<file path="config.mk">
export PLATFORM = sky130hd
export DESIGN_NAME = mpdu_assembler
export DESIGN_NICKNAME = d
export VERILOG_FILES = /design/src/verilog/mpdu_pkg.sv /design/src/verilog/mpdu_assembler.sv
export SDC_FILE = /design/constraint.sdc
export NUM_CORES = 1
export LEC_CHECK = 0
export BUFFER_PORTS_ARGS = -buffer_cell sky130_fd_sc_hd__buf_2
export CORE_UTILIZATION = 56
export DETAILED_ROUTE_END_ITERATION = 7
export PLACE_DENSITY = 0.84
export SLEW_MARGIN = 20
export SYNTH_ARGS = -nofsm -noshare
export SYNTH_HDL_FRONTEND = slang
export SYNTH_SLANG_ARGS = --single-unit
export TNS_END_PERCENT = 50
</file>
<file path="constraint.sdc">
create_clock -name clk -period 4 [get_ports clk]
set_input_delay 0.8 -clock clk [delete_from_list [all_inputs] [get_ports clk]]
set_output_delay 0.8 -clock clk [all_outputs]
set_load 0.03 [all_outputs]
</file>
<file path="src/verilog/mpdu_pkg.sv">
// Constants, register map and carrier types of the MPDU assembler
package mpdu_pkg;

  // APB register byte offsets
  localparam logic [7:0] REG_CTRL = 8'h00;
  localparam logic [7:0] REG_LEN = 8'h04;
  localparam logic [7:0] REG_DA_LO = 8'h08;
  localparam logic [7:0] REG_DA_HI = 8'h0C;
  localparam logic [7:0] REG_SA_LO = 8'h10;
  localparam logic [7:0] REG_SA_HI = 8'h14;
  localparam logic [7:0] REG_STAT = 8'h18;
  localparam logic [7:0] REG_PRIO = 8'h1C;

  // Field positions
  localparam int CTRL_MIC = 0;
  localparam int CTRL_RTS = 1;
  localparam int ERR_ORDER = 0;
  localparam int ERR_SSN = 1;
  localparam int ERR_LEN = 2;
  localparam int STAT_TXBUSY = 8;
  localparam int STAT_LCBUSY = 9;
  localparam int OPSF_BIT = 4;

  // Reset values
  localparam logic [1:0] CTRL_RST = 2'h0;
  localparam logic [15:0] LPDU_LEN_RST = 16'h0048;

  // LPDU layout, in octets
  localparam logic [15:0] HDR_LEN = 16'h0004;
  localparam logic [15:0] CRC_LEN = 16'h0004;
  localparam logic [15:0] FLAG_OCTET = 16'h0003;
  localparam logic [15:0] SSN_HI_OCTET = 16'h0001;
  localparam logic [2:0] MGMT_PRIO = 3'h7;

  // Management LCDU layout, in octets
  localparam logic [15:0] ETH_TYPE = 16'h22E3;
  localparam logic [10:0] LC_ADDR_LEN = 11'h006;
  localparam logic [10:0] LC_HDR_LEN = 11'h00E;
  localparam logic [10:0] LC_PAY_MIN = 11'h006;
  localparam logic [10:0] LC_PAY_MAX = 11'h5DC;
  localparam logic [10:0] LC_MIN_LEN = 11'h040;
  localparam logic [10:0] FCS_LEN = 11'h004;
  localparam logic [10:0] LC_PAD_END = LC_MIN_LEN - FCS_LEN;

  // Reflected CRC polynomials, LSB first
  localparam logic [31:0] LPCS_POLY = 32'h82F63B78;
  localparam logic [31:0] FCS_POLY = 32'hEDB88320;
  localparam logic [31:0] CRC_INIT = 32'hFFFFFFFF;

  typedef struct packed {
    logic needRts;
    logic mgmt;
    logic resent;
    logic trailing;
    logic [2:0] lpri;
    logic newOpsf;
    logic lastInMpdu;
  } lpdu_meta_t;

  typedef struct packed {
    logic valid;
    logic [7:0] data;
    logic first;
    logic last;
  } byte_beat_t;

endpackage
</file>
<file path="src/verilog/mpdu_assembler.sv">
// MPDU assembler: LPDU concatenation, padding, priority, LCDU formatting and receive split
//
// Register access over APB and the address map were chosen for this implementation.
`timescale 1ns/1ps
module mpdu_assembler
  import mpdu_pkg::*;
(
  // Clock and reset
  input wire logic clk,
  input wire logic rst_n,
  // APB slave
  input wire logic [7:0] paddr,
  input wire logic psel,
  input wire logic penable,
  input wire logic pwrite,
  input wire logic [31:0] pwdata,
  output logic [31:0] prdata,
  output logic pready,
  output logic pslverr,
  // LPDU stream from the LLC
  input wire logic lpduValid,
  input wire logic [7:0] lpduData,
  input wire logic lpduLast,
  input wire lpdu_meta_t lpduMeta,
  output logic lpduReady,
  // MPDU stream to the PHY
  output byte_beat_t txOut,
  output logic [2:0] mpduPrio,
  output logic mpduDone,
  output logic spareReq,
  input wire logic spareValid,
  input wire logic [15:0] spareBits,
  output logic rtsReq,
  input wire logic ctsOk,
  // Management LCDU payload in, formatted LCDU out
  input wire logic payValid,
  input wire logic [7:0] payData,
  input wire logic payLast,
  output logic payReady,
  output byte_beat_t lcduOut,
  // Receive direction
  input wire logic rxValid,
  input wire logic [7:0] rxData,
  input wire logic rxLast,
  output byte_beat_t rxLpdu
);

  typedef enum logic [2:0] {T_IDLE, T_CTS, T_BODY, T_SPARE, T_FLUSH, T_PAD} tx_state_t;
  typedef enum logic [2:0] {L_IDLE, L_HDR, L_PAY, L_PAD, L_FCS} lc_state_t;

  function automatic logic [31:0] crcByte(input logic [31:0] c, input logic [7:0] d, input logic [31:0] poly);
    logic [31:0] r;
    r = c;
    for (int i = 0; i < 8; i++) begin
      r = (r[0] ^ d[i]) ? ((r >> 1) ^ poly) : (r >> 1);
    end
    return r;
  endfunction

  ////////////////////////////////////////////////////////////////////////////
  // Registers
  logic [1:0] ctrl_q;
  logic [15:0] lpduLen_q;
  logic [31:0] daLo_q, saLo_q;
  logic [15:0] daHi_q, saHi_q;
  logic [2:0] err_q, errSet, errClr;
  logic [31:0] prdata_q;
  logic pready_q, pslverr_q;
  logic [31:0] rdMux;
  logic hit, wrEn;

  tx_state_t txState_q;
  lc_state_t lcState_q;
  logic lpduReady_q, rtsReq_q, spareReq_q, mpduDone_q, firstOut_q, chg_q, padMore_q;
  logic [15:0] idx_q;
  logic [1:0] cnt_q;
  logic [31:0] crc_q;
  logic [18:0] spareRem_q;
  logic [7:0] dly_q [4];
  lpdu_meta_t meta_q;
  logic [2:0] mpduPrio_q;
  byte_beat_t txOut_q;

  always_comb begin
    hit = 1'b1;
    rdMux = 32'h0000_0000;
    case (paddr)
      REG_CTRL: rdMux = {30'h0, ctrl_q};
      REG_LEN: rdMux = {16'h0000, lpduLen_q};
      REG_DA_LO: rdMux = daLo_q;
      REG_DA_HI: rdMux = {16'h0000, daHi_q};
      REG_SA_LO: rdMux = saLo_q;
      REG_SA_HI: rdMux = {16'h0000, saHi_q};
      REG_STAT: begin
        rdMux[2:0] = err_q;
        rdMux[STAT_TXBUSY] = txState_q != T_IDLE;
        rdMux[STAT_LCBUSY] = lcState_q != L_IDLE;
      end
      REG_PRIO: rdMux = {29'h0, mpduPrio_q};
      default: hit = 1'b0;
    endcase
  end

  // One wait state: the answer is registered, so pready comes one cycle into the access phase
  assign wrEn = psel && penable && pready_q && pwrite && hit;
  assign errClr = (wrEn && paddr == REG_STAT) ? pwdata[2:0] : 3'h0;

  always_ff @(posedge clk) begin
    if (!rst_n) begin
      pready_q <= 1'b0;
      pslverr_q <= 1'b0;
      prdata_q <= 32'h0000_0000;
    end else begin
      pready_q <= psel && penable && !pready_q;
      pslverr_q <= psel && penable && !pready_q && !hit;
      if (psel && penable && !pready_q) begin
        prdata_q <= (hit && !pwrite) ? rdMux : 32'h0000_0000;
      end
    end
  end

  always_ff @(posedge clk) begin
    if (!rst_n) begin
      ctrl_q <= CTRL_RST;
      lpduLen_q <= LPDU_LEN_RST;
      daLo_q <= 32'h0000_0000;
      daHi_q <= 16'h0000;
      saLo_q <= 32'h0000_0000;
      saHi_q <= 16'h0000;
    end else if (wrEn) begin
      case (paddr)
        REG_CTRL: ctrl_q <= pwdata[1:0];
        REG_LEN: lpduLen_q <= pwdata[15:0];
        REG_DA_LO: daLo_q <= pwdata;
        REG_DA_HI: daHi_q <= pwdata[15:0];
        REG_SA_LO: saLo_q <= pwdata;
        REG_SA_HI: saHi_q <= pwdata[15:0];
        default: ;
      endcase
    end
  end

  // Sticky error flags; a new event in the clearing cycle survives
  always_ff @(posedge clk) begin
    if (!rst_n) begin
      err_q <= 3'h0;
    end else begin
      err_q <= (err_q & ~errClr) | errSet;
    end
  end

  ////////////////////////////////////////////////////////////////////////////
  // Transmit path
  logic accept, firstAcc, mpduStart;
  logic [18:0] lpduBits;
  logic [31:0] crcOut;
  logic [7:0] byteIn;
  logic [2:0] prioCalc;

  assign accept = lpduValid && lpduReady_q;
  assign firstAcc = accept && idx_q == 16'h0000;
  assign mpduStart = txState_q == T_IDLE && lpduValid;
  assign lpduBits = {lpduLen_q, 3'b000};
  assign crcOut = ~crc_q;
  // Only the OPSF bit of a resent LPDU may be rewritten
  assign byteIn = (idx_q == FLAG_OCTET && meta_q.resent) ?
                  {lpduData[7:OPSF_BIT+1], meta_q.newOpsf, lpduData[OPSF_BIT-1:0]} : lpduData;

  // Four-octet delay so the trailing LPCS can be swapped before it leaves
  always_ff @(posedge clk) begin
    if (!rst_n) begin
      for (int i = 0; i < 4; i++) begin
        dly_q[i] <= 8'h00;
      end
    end else if ((txState_q == T_BODY && accept) || txState_q == T_FLUSH) begin
      dly_q[0] <= (txState_q == T_BODY) ? byteIn : 8'h00;
      for (int i = 1; i < 4; i++) begin
        dly_q[i] <= dly_q[i-1];
      end
    end
  end

  always_ff @(posedge clk) begin
    if (!rst_n) begin
      txState_q <= T_IDLE;
      lpduReady_q <= 1'b0;
      txOut_q <= '0;
      rtsReq_q <= 1'b0;
      spareReq_q <= 1'b0;
      mpduDone_q <= 1'b0;
      mpduPrio_q <= 3'h0;
      idx_q <= 16'h0000;
      cnt_q <= 2'h0;
      crc_q <= CRC_INIT;
      chg_q <= 1'b0;
      meta_q <= '0;
      firstOut_q <= 1'b0;
      spareRem_q <= 19'h00000;
      padMore_q <= 1'b0;
    end else begin
      txOut_q <= '0;
      rtsReq_q <= 1'b0;
      spareReq_q <= 1'b0;
      mpduDone_q <= 1'b0;
      case (txState_q)
        T_IDLE: begin
          idx_q <= 16'h0000;
          crc_q <= CRC_INIT;
          padMore_q <= 1'b0;
          if (lpduValid) begin
            firstOut_q <= 1'b1;
            if (lpduMeta.needRts || ctrl_q[CTRL_RTS]) begin
              rtsReq_q <= 1'b1;
              txState_q <= T_CTS;
            end else begin
              txState_q <= T_BODY;
              lpduReady_q <= 1'b1;
            end
          end
        end
        T_CTS: begin
          if (ctsOk) begin
            txState_q <= T_BODY;
            lpduReady_q <= 1'b1;
          end
        end
        T_BODY: begin
          if (accept) begin
            idx_q <= idx_q + 16'h0001;
            if (idx_q == 16'h0000) begin
              meta_q <= lpduMeta;
              chg_q <= 1'b0;
            end
            if (idx_q == FLAG_OCTET && meta_q.resent) begin
              chg_q <= meta_q.newOpsf != lpduData[OPSF_BIT];
            end
            // Octets leave in arrival order, header octet 0 first
            if (idx_q >= HDR_LEN) begin
              txOut_q <= '{valid: 1'b1, data: dly_q[3], first: firstOut_q, last: 1'b0};
              firstOut_q <= 1'b0;
              crc_q <= crcByte(crc_q, dly_q[3], LPCS_POLY);
            end
            if (lpduLast) begin
              lpduReady_q <= 1'b0;
              cnt_q <= 2'h0;
              txState_q <= meta_q.lastInMpdu ? T_SPARE : T_FLUSH;
              spareReq_q <= meta_q.lastInMpdu;
            end
          end
        end
        T_SPARE: begin
          // Wait for the PHY to report the unused bits of the last symbol
          if (spareValid) begin
            spareRem_q <= {3'b000, spareBits};
            padMore_q <= {3'b000, spareBits} > lpduBits;
            txState_q <= T_FLUSH;
          end
        end
        T_FLUSH: begin
          // Original LPCS unless the OPSF bit moved
          txOut_q <= '{valid: 1'b1, data: chg_q ? crcOut[8*cnt_q +: 8] : dly_q[3], first: 1'b0,
                       last: cnt_q == 2'h3 && meta_q.lastInMpdu && !padMore_q};
          cnt_q <= cnt_q + 2'h1;
          if (cnt_q == 2'h3) begin
            idx_q <= 16'h0000;
            crc_q <= CRC_INIT;
            if (!meta_q.lastInMpdu) begin
              txState_q <= T_BODY;
              lpduReady_q <= 1'b1;
            end else if (padMore_q) begin
              spareRem_q <= spareRem_q - lpduBits;
              txState_q <= T_PAD;
            end else begin
              mpduDone_q <= 1'b1;
              mpduPrio_q <= prioCalc;
              txState_q <= T_IDLE;
            end
          end
        end
        T_PAD: begin
          // All-zero header keeps the valid flag clear; segment is zero
          idx_q <= idx_q + 16'h0001;
          if (idx_q < lpduLen_q - CRC_LEN) begin
            txOut_q <= '{valid: 1'b1, data: 8'h00, first: 1'b0, last: 1'b0};
            crc_q <= crcByte(crc_q, 8'h00, LPCS_POLY);
          end else begin
            txOut_q <= '{valid: 1'b1, data: crcOut[8*idx_q[1:0] +: 8], first: 1'b0,
                         last: idx_q == lpduLen_q - 16'h0001 && spareRem_q <= lpduBits};
          end
          if (idx_q == lpduLen_q - 16'h0001) begin
            idx_q <= 16'h0000;
            crc_q <= CRC_INIT;
            if (spareRem_q > lpduBits) begin
              spareRem_q <= spareRem_q - lpduBits;
            end else begin
              mpduDone_q <= 1'b1;
              mpduPrio_q <= prioCalc;
              txState_q <= T_IDLE;
            end
          end
        end
        default: txState_q <= T_IDLE;
      endcase
    end
  end

  ////////////////////////////////////////////////////////////////////////////
  // Priority: entry 0 tracks first-time data LPDUs, entry 1 resent ones
  logic [1:0] accSeen_q, accExcl_q, accAllTrail_q;
  logic [2:0] accMinAll_q [2];
  logic [2:0] accMinIncl_q [2];
  logic [2:0] accRes [2];

  for (genvar k = 0; k < 2; k++) begin : gAcc
    logic hitK;
    assign hitK = firstAcc && !lpduMeta.mgmt && lpduMeta.resent == (k == 1);
    assign accRes[k] = accAllTrail_q[k] ? accMinAll_q[k] : accMinIncl_q[k];
    // A leading trailing LPDU and the trailing ones after it are left out, unless every LPDU of the entry is trailing
    always_ff @(posedge clk) begin
      if (!rst_n || mpduStart) begin
        accSeen_q[k] <= 1'b0;
        accExcl_q[k] <= 1'b0;
        accAllTrail_q[k] <= 1'b0;
        accMinAll_q[k] <= MGMT_PRIO;
        accMinIncl_q[k] <= MGMT_PRIO;
      end else if (hitK) begin
        accSeen_q[k] <= 1'b1;
        accExcl_q[k] <= (accSeen_q[k] ? accExcl_q[k] : 1'b1) & lpduMeta.trailing;
        accAllTrail_q[k] <= (accSeen_q[k] ? accAllTrail_q[k] : 1'b1) & lpduMeta.trailing;
        if (!accSeen_q[k] || lpduMeta.lpri < accMinAll_q[k]) begin
          accMinAll_q[k] <= lpduMeta.lpri;
        end
        if (!((accSeen_q[k] ? accExcl_q[k] : 1'b1) && lpduMeta.trailing) && lpduMeta.lpri < accMinIncl_q[k]) begin
          accMinIncl_q[k] <= lpduMeta.lpri;
        end
      end
    end
  end

  // Management only gives 7; first-time data outranks resent data
  assign prioCalc = !(accSeen_q[0] || accSeen_q[1]) ? MGMT_PRIO : accSeen_q[0] ? accRes[0] : accRes[1];

  ////////////////////////////////////////////////////////////////////////////
  // Group order and SSN checks
  logic mgmtSeen_q, dataSeen_q, prevMgmt_q, anySeen_q, inGroup_q;
  logic [7:0] ssnLo_q;
  logic [15:0] prevSsn_q, ssnNow, ssnDiff;
  logic newGroup;

  assign newGroup = !(anySeen_q && lpduMeta.mgmt == prevMgmt_q);
  assign ssnNow = {lpduData, ssnLo_q};
  assign ssnDiff = ssnNow - prevSsn_q; // Modulo 2^16, so wrap compares correctly
  assign errSet[ERR_ORDER] = firstAcc && newGroup &&
                             (lpduMeta.mgmt ? (mgmtSeen_q || dataSeen_q) : dataSeen_q);
  assign errSet[ERR_SSN] = accept && idx_q == SSN_HI_OCTET && inGroup_q && ssnDiff[15];

  always_ff @(posedge clk) begin
    if (!rst_n || mpduStart) begin
      mgmtSeen_q <= 1'b0;
      dataSeen_q <= 1'b0;
      prevMgmt_q <= 1'b0;
      anySeen_q <= 1'b0;
      inGroup_q <= 1'b0;
      ssnLo_q <= 8'h00;
      prevSsn_q <= 16'h0000;
    end else if (accept) begin
      if (idx_q == 16'h0000) begin
        anySeen_q <= 1'b1;
        prevMgmt_q <= lpduMeta.mgmt;
        inGroup_q <= !newGroup;
        ssnLo_q <= lpduData;
        if (lpduMeta.mgmt) begin
          mgmtSeen_q <= 1'b1;
        end else begin
          dataSeen_q <= 1'b1;
        end
      end
      if (idx_q == SSN_HI_OCTET) begin
        prevSsn_q <= ssnNow;
      end
    end
  end

  ////////////////////////////////////////////////////////////////////////////
  // Management LCDU formatter
  logic [10:0] lcCnt_q;
  logic [31:0] fcs_q;
  logic payReady_q;
  byte_beat_t lcduOut_q;
  logic [7:0] hdrByte;
  logic [47:0] dstAddr, srcAddr;
  logic [3:0] srcIdx;
  logic payAcc;
  logic [10:0] lcNext, fcsOut8;

  assign dstAddr = {daHi_q, daLo_q};
  assign srcAddr = {saHi_q, saLo_q};
  assign srcIdx = lcCnt_q[3:0] - LC_ADDR_LEN[3:0];
  assign payAcc = payValid && payReady_q;
  assign lcNext = lcCnt_q + 11'h001;
  assign fcsOut8 = 11'h000;

  // Destination first, then source, then the fixed type
  always_comb begin
    if (lcCnt_q < LC_ADDR_LEN) begin
      hdrByte = dstAddr[8*lcCnt_q[2:0] +: 8];
    end else if (lcCnt_q < LC_HDR_LEN - 11'h002) begin
      hdrByte = srcAddr[8*srcIdx[2:0] +: 8];
    end else if (lcCnt_q == LC_HDR_LEN - 11'h002) begin
      hdrByte = ETH_TYPE[15:8];
    end else begin
      hdrByte = ETH_TYPE[7:0];
    end
  end

  assign errSet[ERR_LEN] = payAcc && payLast &&
                           (lcNext < LC_HDR_LEN + LC_PAY_MIN || lcNext > LC_HDR_LEN + LC_PAY_MAX);

  always_ff @(posedge clk) begin
    if (!rst_n) begin
      lcState_q <= L_IDLE;
      lcCnt_q <= 11'h000;
      fcs_q <= CRC_INIT;
      payReady_q <= 1'b0;
      lcduOut_q <= '0;
    end else begin
      lcduOut_q <= '0;
      case (lcState_q)
        L_IDLE: begin
          lcCnt_q <= 11'h000;
          fcs_q <= CRC_INIT;
          if (payValid) begin
            lcState_q <= L_HDR;
          end
        end
        L_HDR: begin
          lcduOut_q <= '{valid: 1'b1, data: hdrByte, first: lcCnt_q == 11'h000, last: 1'b0};
          fcs_q <= crcByte(fcs_q, hdrByte, FCS_POLY);
          lcCnt_q <= lcNext;
          if (lcNext == LC_HDR_LEN) begin
            lcState_q <= L_PAY;
            payReady_q <= 1'b1;
          end
        end
        L_PAY: begin
          if (payAcc) begin
            lcCnt_q <= lcNext;
            fcs_q <= crcByte(fcs_q, payData, FCS_POLY);
            lcduOut_q <= '{valid: 1'b1, data: payData, first: 1'b0,
                           last: payLast && lcNext >= LC_PAD_END && ctrl_q[CTRL_MIC]};
            if (payLast) begin
              payReady_q <= 1'b0;
              if (lcNext < LC_PAD_END) begin
                lcState_q <= L_PAD;
              end else if (ctrl_q[CTRL_MIC]) begin
                lcState_q <= L_IDLE;
              end else begin
                lcCnt_q <= fcsOut8;
                lcState_q <= L_FCS;
              end
            end
          end
        end
        L_PAD: begin
          // Zero octets up to 60, so the frame reaches 64 with its FCS
          lcduOut_q <= '{valid: 1'b1, data: 8'h00, first: 1'b0,
                         last: lcNext == LC_PAD_END && ctrl_q[CTRL_MIC]};
          fcs_q <= crcByte(fcs_q, 8'h00, FCS_POLY);
          lcCnt_q <= lcNext;
          if (lcNext == LC_PAD_END) begin
            lcCnt_q <= fcsOut8;
            lcState_q <= ctrl_q[CTRL_MIC] ? L_IDLE : L_FCS;
          end
        end
        L_FCS: begin
          lcduOut_q <= '{valid: 1'b1, data: ~fcs_q[8*lcCnt_q[1:0] +: 8], first: 1'b0,
                         last: lcNext == FCS_LEN};
          lcCnt_q <= lcNext;
          if (lcNext == FCS_LEN) begin
            lcState_q <= L_IDLE;
          end
        end
        default: lcState_q <= L_IDLE;
      endcase
    end
  end

  ////////////////////////////////////////////////////////////////////////////
  // Receive split: the MPDU is cut every LPDU length; padding LPDUs pass too
  logic [15:0] rxIdx_q;
  byte_beat_t rxLpdu_q;
  logic rxEnd;

  assign rxEnd = rxLast || rxIdx_q == lpduLen_q - 16'h0001;

  always_ff @(posedge clk) begin
    if (!rst_n) begin
      rxIdx_q <= 16'h0000;
      rxLpdu_q <= '0;
    end else begin
      rxLpdu_q <= '0;
      if (rxValid) begin
        rxLpdu_q <= '{valid: 1'b1, data: rxData, first: rxIdx_q == 16'h0000, last: rxEnd};
        rxIdx_q <= rxEnd ? 16'h0000 : rxIdx_q + 16'h0001;
      end
    end
  end

  ////////////////////////////////////////////////////////////////////////////
  // Outputs
  assign prdata = prdata_q;
  assign pready = pready_q;
  assign pslverr = pslverr_q;
  assign lpduReady = lpduReady_q;
  assign txOut = txOut_q;
  assign mpduPrio = mpduPrio_q;
  assign mpduDone = mpduDone_q;
  assign spareReq = spareReq_q;
  assign rtsReq = rtsReq_q;
  assign payReady = payReady_q;
  assign lcduOut = lcduOut_q;
  assign rxLpdu = rxLpdu_q;

endmodule

</file>
# Word level (Yosys, flattened, before mapping)
# Memory sizes are Yosys's and may differ from the RTL's.
# Cells that the tools add are included.
dict set report word_totals {
  regBits 367
  ram_bits 44
  output_inout_bits 75
  elab_cells 504
  memories 3
}
# name words word_bits rd rd_ports_with_merged_regs write_ports line_no
set memory_table {}
lappend memory_table {dly_q 4 8 4 0 4 mpdu_assembler.sv:79} ;# logic [7:0] dly_q [4];
lappend memory_table {accMinAll_q 2 3 2 0 2 mpdu_assembler.sv:310} ;# logic [2:0] accMinAll_q [2];
lappend memory_table {accMinIncl_q 2 3 2 0 2 mpdu_assembler.sv:311} ;# logic [2:0] accMinIncl_q [2];
dict set report op_classes {
  n_addsub 9
  magnitude_cmp 15
  n_eq_ne 49
  shifts 5
  n_mux 183
  bitwise 80
  reduce_logical 104
}
# op count
set op_table {}
lappend op_table {{two-way mux 32 bit} 47}
lappend op_table {{inverter 13 -> 14 bit} 22}
lappend op_table {{one-hot mux 32 bit (4 select lines)} 2}
lappend op_table {{inverter 16 -> 17 bit} 15}
lappend op_table {{two-way mux 19 bit} 6}
lappend op_table {{one-hot mux 22 bit (5 select lines)} 1}
lappend op_table {{two-way mux 11 bit} 9}
lappend op_table {{two-way mux 3 bit} 33}
lappend op_table {{indexed part select 32 x 6 -> 8 bit} 3}
lappend op_table {{indexed part select 48 x 7 -> 8 bit} 2}
lappend op_table {{one-hot mux 11 bit (4 select lines)} 2}
lappend op_table {{two-way mux 8 bit} 9}
lappend op_table {{two-way mux 16 bit} 4}
lappend op_table {{one-hot mux 16 bit (4 select lines)} 1}
lappend op_table {{one-hot mux 19 bit (3 select lines)} 1}
lappend op_table {{two-way mux 1 bit} 50}
lappend op_table {{inequality test 2 bit, second input constant} 19}
lappend op_table {{logical AND 1 bit} 35}
lappend op_table {{one-hot mux 11 bit (3 select lines)} 1}
lappend op_table {{adder 16 x 1 -> 16 bit, second input constant} 2}
lappend op_table {{equality test 16 bit} 2}
lappend op_table {{equality test 8 x 5 -> 1 bit, second input constant} 4}
lappend op_table {{logical NOT 16 bit} 2}
lappend op_table {{inverter 32 bit} 1}
lappend op_table {{other kinds (71)} 172}

# Logic depth before layout (Yosys ltp)
dict set report logic_depth {
  depth_word 21
  ltp_mapped 19
}

# Worst setup path before layout
# OpenSTA, ideal clock, no wires.
dict set report synth_timing {
  path_kind {reg-to-reg}
  startpoint {register lpduLen_q[2]}
  endpoint {register crc_q[0]}
  setup_time_ps 129
  arrival_time_ps 3836
  slack_ps 35
  stages_incl_launch_ff 19
  path_buffers 2
  cell_sequence {dfxtp_1 -> clkbuf_1 -> inv_1 -> ha_1 -> nor3b_2 -> nand3_1 -> or3_1 -> nor2_1 -> xnor2_1 -> ha_1 -> a21o_1 -> a21oi_1 -> o211ai_1 -> o21ai_1 -> o221a_2 -> clkbuf_1 -> o21ai_1 -> o22ai_1 -> nand2_1}
}
dict set report synth_via {
  elab_chain_len 4
  elab_cells_between_ends 8
  cone_classes {add/sub: 2; order compare: 1; eq/ne: 2; mux: 2; reduce/logical: 1}
}
# element line_no
set synth_rtl {}
lappend synth_rtl {{from (decl)} mpdu_assembler.sv:63} ;# logic [15:0] lpduLen_q;
lappend synth_rtl {{from (signal assigned)} mpdu_assembler.sv:133} ;# REG_LEN: lpduLen_q <= pwdata[15:0];
lappend synth_rtl {{subtractor 16 x 3 -> 16 bit / subtractor 16 x 1 -> 16 bit (equally long branches)} {mpdu_assembler.sv:283, mpdu_assembler.sv:290}}
lappend synth_rtl {{less-than comparator 16 bit / equality test 16 bit (equally long branches)} {mpdu_assembler.sv:283, mpdu_assembler.sv:290}}
lappend synth_rtl {{inequality test 3 bit (no source line) / two-way mux 32 bit (equally long branches)} -}
lappend synth_rtl {{AND reduction 5 bit (no source line) / one-hot mux 32 bit (4 select lines) (equally long branches)} -}
lappend synth_rtl {{to (signal assigned)} mpdu_assembler.sv:241} ;# crc_q <= crcByte(crc_q, dly_q[3], LPCS_POLY);
lappend synth_rtl {{to (signal assigned)} mpdu_assembler.sv:285} ;# crc_q <= crcByte(crc_q, 8'h00, LPCS_POLY);
lappend synth_rtl {{to (decl)} mpdu_assembler.sv:77} ;# logic [31:0] crc_q;
# Several ways; a longest one is shown, not always the timed one.
# A chain may end at the register's enable or synchronous reset.

# Worst setup path after layout
dict set report layout_timing {
  startpoint {register lpduLen_q[0]}
  endpoint {register mpduPrio_q[0], in the netlist mpduPrio[0]}
}
dict set report layout_via {
  elab_chain_len 4
  elab_cells_between_ends 6
  cone_classes {add/sub: 1; order compare: 1; eq/ne: 3; reduce/logical: 1}
}
# element line_no
set layout_rtl {}
lappend layout_rtl {{subtractor 16 x 1 -> 16 bit} mpdu_assembler.sv:290} ;# if (idx_q == lpduLen_q - 16'h0001) begin
lappend layout_rtl {{equality test 16 bit} mpdu_assembler.sv:290}
lappend layout_rtl {{inequality test 2 bit (no source line)} -}
lappend layout_rtl {{AND reduction 6 bit (no source line) (*)} -}
lappend layout_rtl {{to (signal assigned)} mpdu_assembler.sv:275} ;# mpduPrio_q <= prioCalc;
lappend layout_rtl {{to (signal assigned)} mpdu_assembler.sv:297} ;# mpduPrio_q <= prioCalc;
lappend layout_rtl {{to (decl)} mpdu_assembler.sv:81} ;# logic [2:0] mpduPrio_q;
# Mark *: on every way between the ends. The rest lies on a longest branch, timed or not.

==> key figures <==
CTS
  – Root Buffer: clkbuf_16
  – CTS Hold Bufs: 0
  – Post-CTS Setup Repair Bufs: 0
  – Worst skew pair latency: 0.60 ns
  – CTS tree: done
  – H-tree Lvls: 2
  – CTS clk-pin slew, worst paths: 0.07 ns
  – Clk sink count: 411
  – CTS Buffer Depth: 3
  – CTS resizes: 0
  – TritonCTS Buffers: 44

Critical path
  – WP data required: 4.46 ns
  – Maximum fanout along the worst path: 8
  – Worst path top cell family by delay: compound AO/OA/AOI/OAI gates
  – Critical Path Max Stage Delay: 0.80 ns
  – CP Capture Type: flip-flop
  – CP Launch Type: flip-flop
  – Buffers plus inverters on the worst setup path: 0
  – Setup CP Type: reg -> reg
  – CP max stage cell: a31oi_1
  – Cells along the critical path: ha_1 > fa_1 > nor2b_1 > o21ai_0 > a21o_1 > a21oi_1 > a31o_2 > a41oi_1 > a21o_1 > a31oi_1 > a221o_1 > a21oi_1
  – Arrival time worst endpoint: 4.20 ns
  – R2R Setup Slk: 0.27 ns

STA
  – RSZ-0062 raised after global routing: false
  – Max-slew headroom: 0.1899
  – Max Fclk: 0.2679 GHz
  – Crit path time final: 3.733 ns
  – Layout Skew: 0.02417 ns
  – Slew Viols, Final: 0
  – Final period utilization: 0.9333
  – # setup viols final: 0
  – Pin slew with the least headroom to its limit: 1.213 ns
  – Final hold vios: 0
  – TNS Setup: 0 ns

Final layout
  – Share of layout cells above drive strength 1: 0.1437
  – Nets: 3314
  – Sequential cell area: 8670 µm²
  – Most frequent cells in the layout: 443 x nand2_1, 366 x dfxtp_1, 283 x a21oi_1
  – Commonest non-fill, non-tap cell in the layout: nand2_1
  – Area growth, synth to finish: 12.76%
  – Area of the multi-input gates: 15570 µm²
  – # fillers: 3626

Pwr
  – Overall Power: 0.02096 W
  – PD cells: 737.0 nW/µm²
  – Pleak: 10.43 nW
  – Peak VDD IR: 504.0 µV

Synthesis
  – Synth Area in XOR/XNOR: 0.1711
  – Mapped Area: 25220 µm²
  – Post-synth EDFFs: 44
  – Post-Synth Simple-Gate Area: 0.1810
  – Fraction of registers with async set/reset: 0
  – Ys flop type: dfxtp_1
  – Synth unique cells: 96
  – Warnings, synthesis: 0
  – Largest family of logic cells by synthesized area: simple AND/OR/NAND/NOR gates
  – Syn avg cell area: 8.426 µm²
  – Area fraction in compound gates after synthesis: 0.1758
  – Mapped Nets: 3176
  – Yosys reg bits: 411
  – Mux share of post-synthesis cell area: 0.04624
  – Post-Syn Instances: 2993
  – Sequential share of the synthesized area: 0.3437
  – Post-Synth Adder-Cell Area: 0.04048

Detailed routing
  – Via Count: 23545
  – Avg WL per Cell: 21.37 µm
  – Post-DRT Antenna Nets: 0
  – Via/cell ratio: 6.255
  – Residual DRC count: 0
  – Drt pass-1 iters: 7
  – Initial drt markers: 2932
  – Drt total wl: 80420 µm

GRT
  – First-pass GRT wire length: 125200 µm
  – Antenna violations before repair: 6
  – Total track usage: 0.3405
  – Vias in the first global route: 22405
  – Largest net degree at the start of global routing: 90
  – Total grt overflow: 0

Die
  – DIE HEIGHT: 214.2 µm
  – Die area: 45890 µm²
  – Core Area: 44320 µm²
  – Initial Utilization: 0.5691
  – FP Rows: 77
  – Die width: 214.2 µm
  – Ports: 177

Min path
  – Hold crit path type: reg -> reg

Place
  – Hpwl dp: 58650 µm
  – Port-buffer cells: 176
  – Placer Congestion: 1.032

Outcome
  – Status: finished clean

Flow run
  – Max_cap viols: 0
==> stage by stage <==
step | setup slack [ns] | hold WS (ns) | std cells | util | area [µm²]
global placement | 0.3223 | 0.4214 | 3677 | 0.6073 | 26910
finish | 0.2667 | 0.4296 | 3764 | 0.6416 | 28440
floorplan | 0.03456 | 0.4094 | 2993 | - | 25220
global route | 0.05142 | 0.4360 | 3764 | 0.6416 | 28440
detailed placement | 0.1367 | 0.4198 | 3677 | 0.6073 | 26910
CTS | 0.08929 | 0.4238 | 3758 | 0.6409 | 28400
==> worst min-delay path: stages, from the launching register on <==
cell and delay, ns:
dfxtp_1 0.31, nand2_1 0.05, nor2_1 0.03
==> routing by layer <==
metal | GRT usage | vias to the layer above | share of wire | wire (µm)
li1 | - | 10758 | - | -
met1 | 0.4511 | 11183 | 0.40 | 32170
met2 | 0.5466 | 1326 | 0.46 | 36920
met5 | 0 | - | 0 | 0
met4 | 0.1545 | 0 | 0.045 | 3646
met3 | 0.05418 | 278 | 0.096 | 7690
==> final timing paths <==
path                startpoint     endpoint  cells after the start
setup / recovery  lpduLen_q[0]  mpduPrio[0]                     12
hold / removal      firstOut_q     txOut[1]                      2
setup reg to reg  lpduLen_q[0]  mpduPrio[0]                     12
hold reg to reg     firstOut_q     txOut[1]                      2
==> synthesized netlist by cell type (all sizes together) (28+ instances only) <==
master / instances / share of area
and2: 48 / 0.012
nor3: 45 / 0.0089
mux2i: 40 / 0.016
nand3: 65 / 0.013
a21oi: 286 / 0.057
inv: 74 / 0.011
nand2: 444 / 0.066
xor2: 142 / 0.051
dfxtp: 367 / 0.29
o22ai: 38 / 0.011
mux4: 31 / 0.028
nor2: 262 / 0.039
ha: 80 / 0.040
o221ai: 31 / 0.011
buf: 39 / 0.0086
a22oi: 40 / 0.012
clkbuf: 147 / 0.022
edfxtp: 44 / 0.052
o21ai: 117 / 0.023
xnor2: 293 / 0.11
nand2b: 28 / 0.0069
==> where the power goes <==
group / internal, W / switching [W]
sequential: 0.00461 / 0.000703
clock: 0.00239 / 0.00180
combinational: 0.00500 / 0.00645
total: 0.0120 / 0.00895
==> cell type report <==
class / instances / share of cell area
multi-input cells: 2322 / 0.5477
flip-flops and latches: 411 / 0.3049
repair buffers: 278 / 0.05843
clock buffers: 61 / 0.04488
well taps: 592 / 0.02605
inverters: 74 / 0.01003
clock inverters: 20 / 0.007480
diodes: 6 / 0.0005280
==> flip-flops by register name, indices dropped and copies added (netlist names), 16 cells and up <==
signal and cells:
rxIdx_q 16, daLo_q 32, prevSsn_q 16, fcs_q 32, saHi_q 16, spareRem_q 19
dly_q 32, daHi_q 16, prdata 32, saLo_q 32, lpduLen_q 16, idx_q 16
crc_q 32
==> logic make-up after synthesis <==
kind of cell,Yosys count
adder cells (fa/ha/maj),81
XOR/XNOR,449
multiplexers,77
AND/OR/NAND/NOR,1016
AO/OA/AOI/OAI,699
buffers and inverters,260
flip-flops,411
No activity file was read; power rests on OpenSTA's default activity.
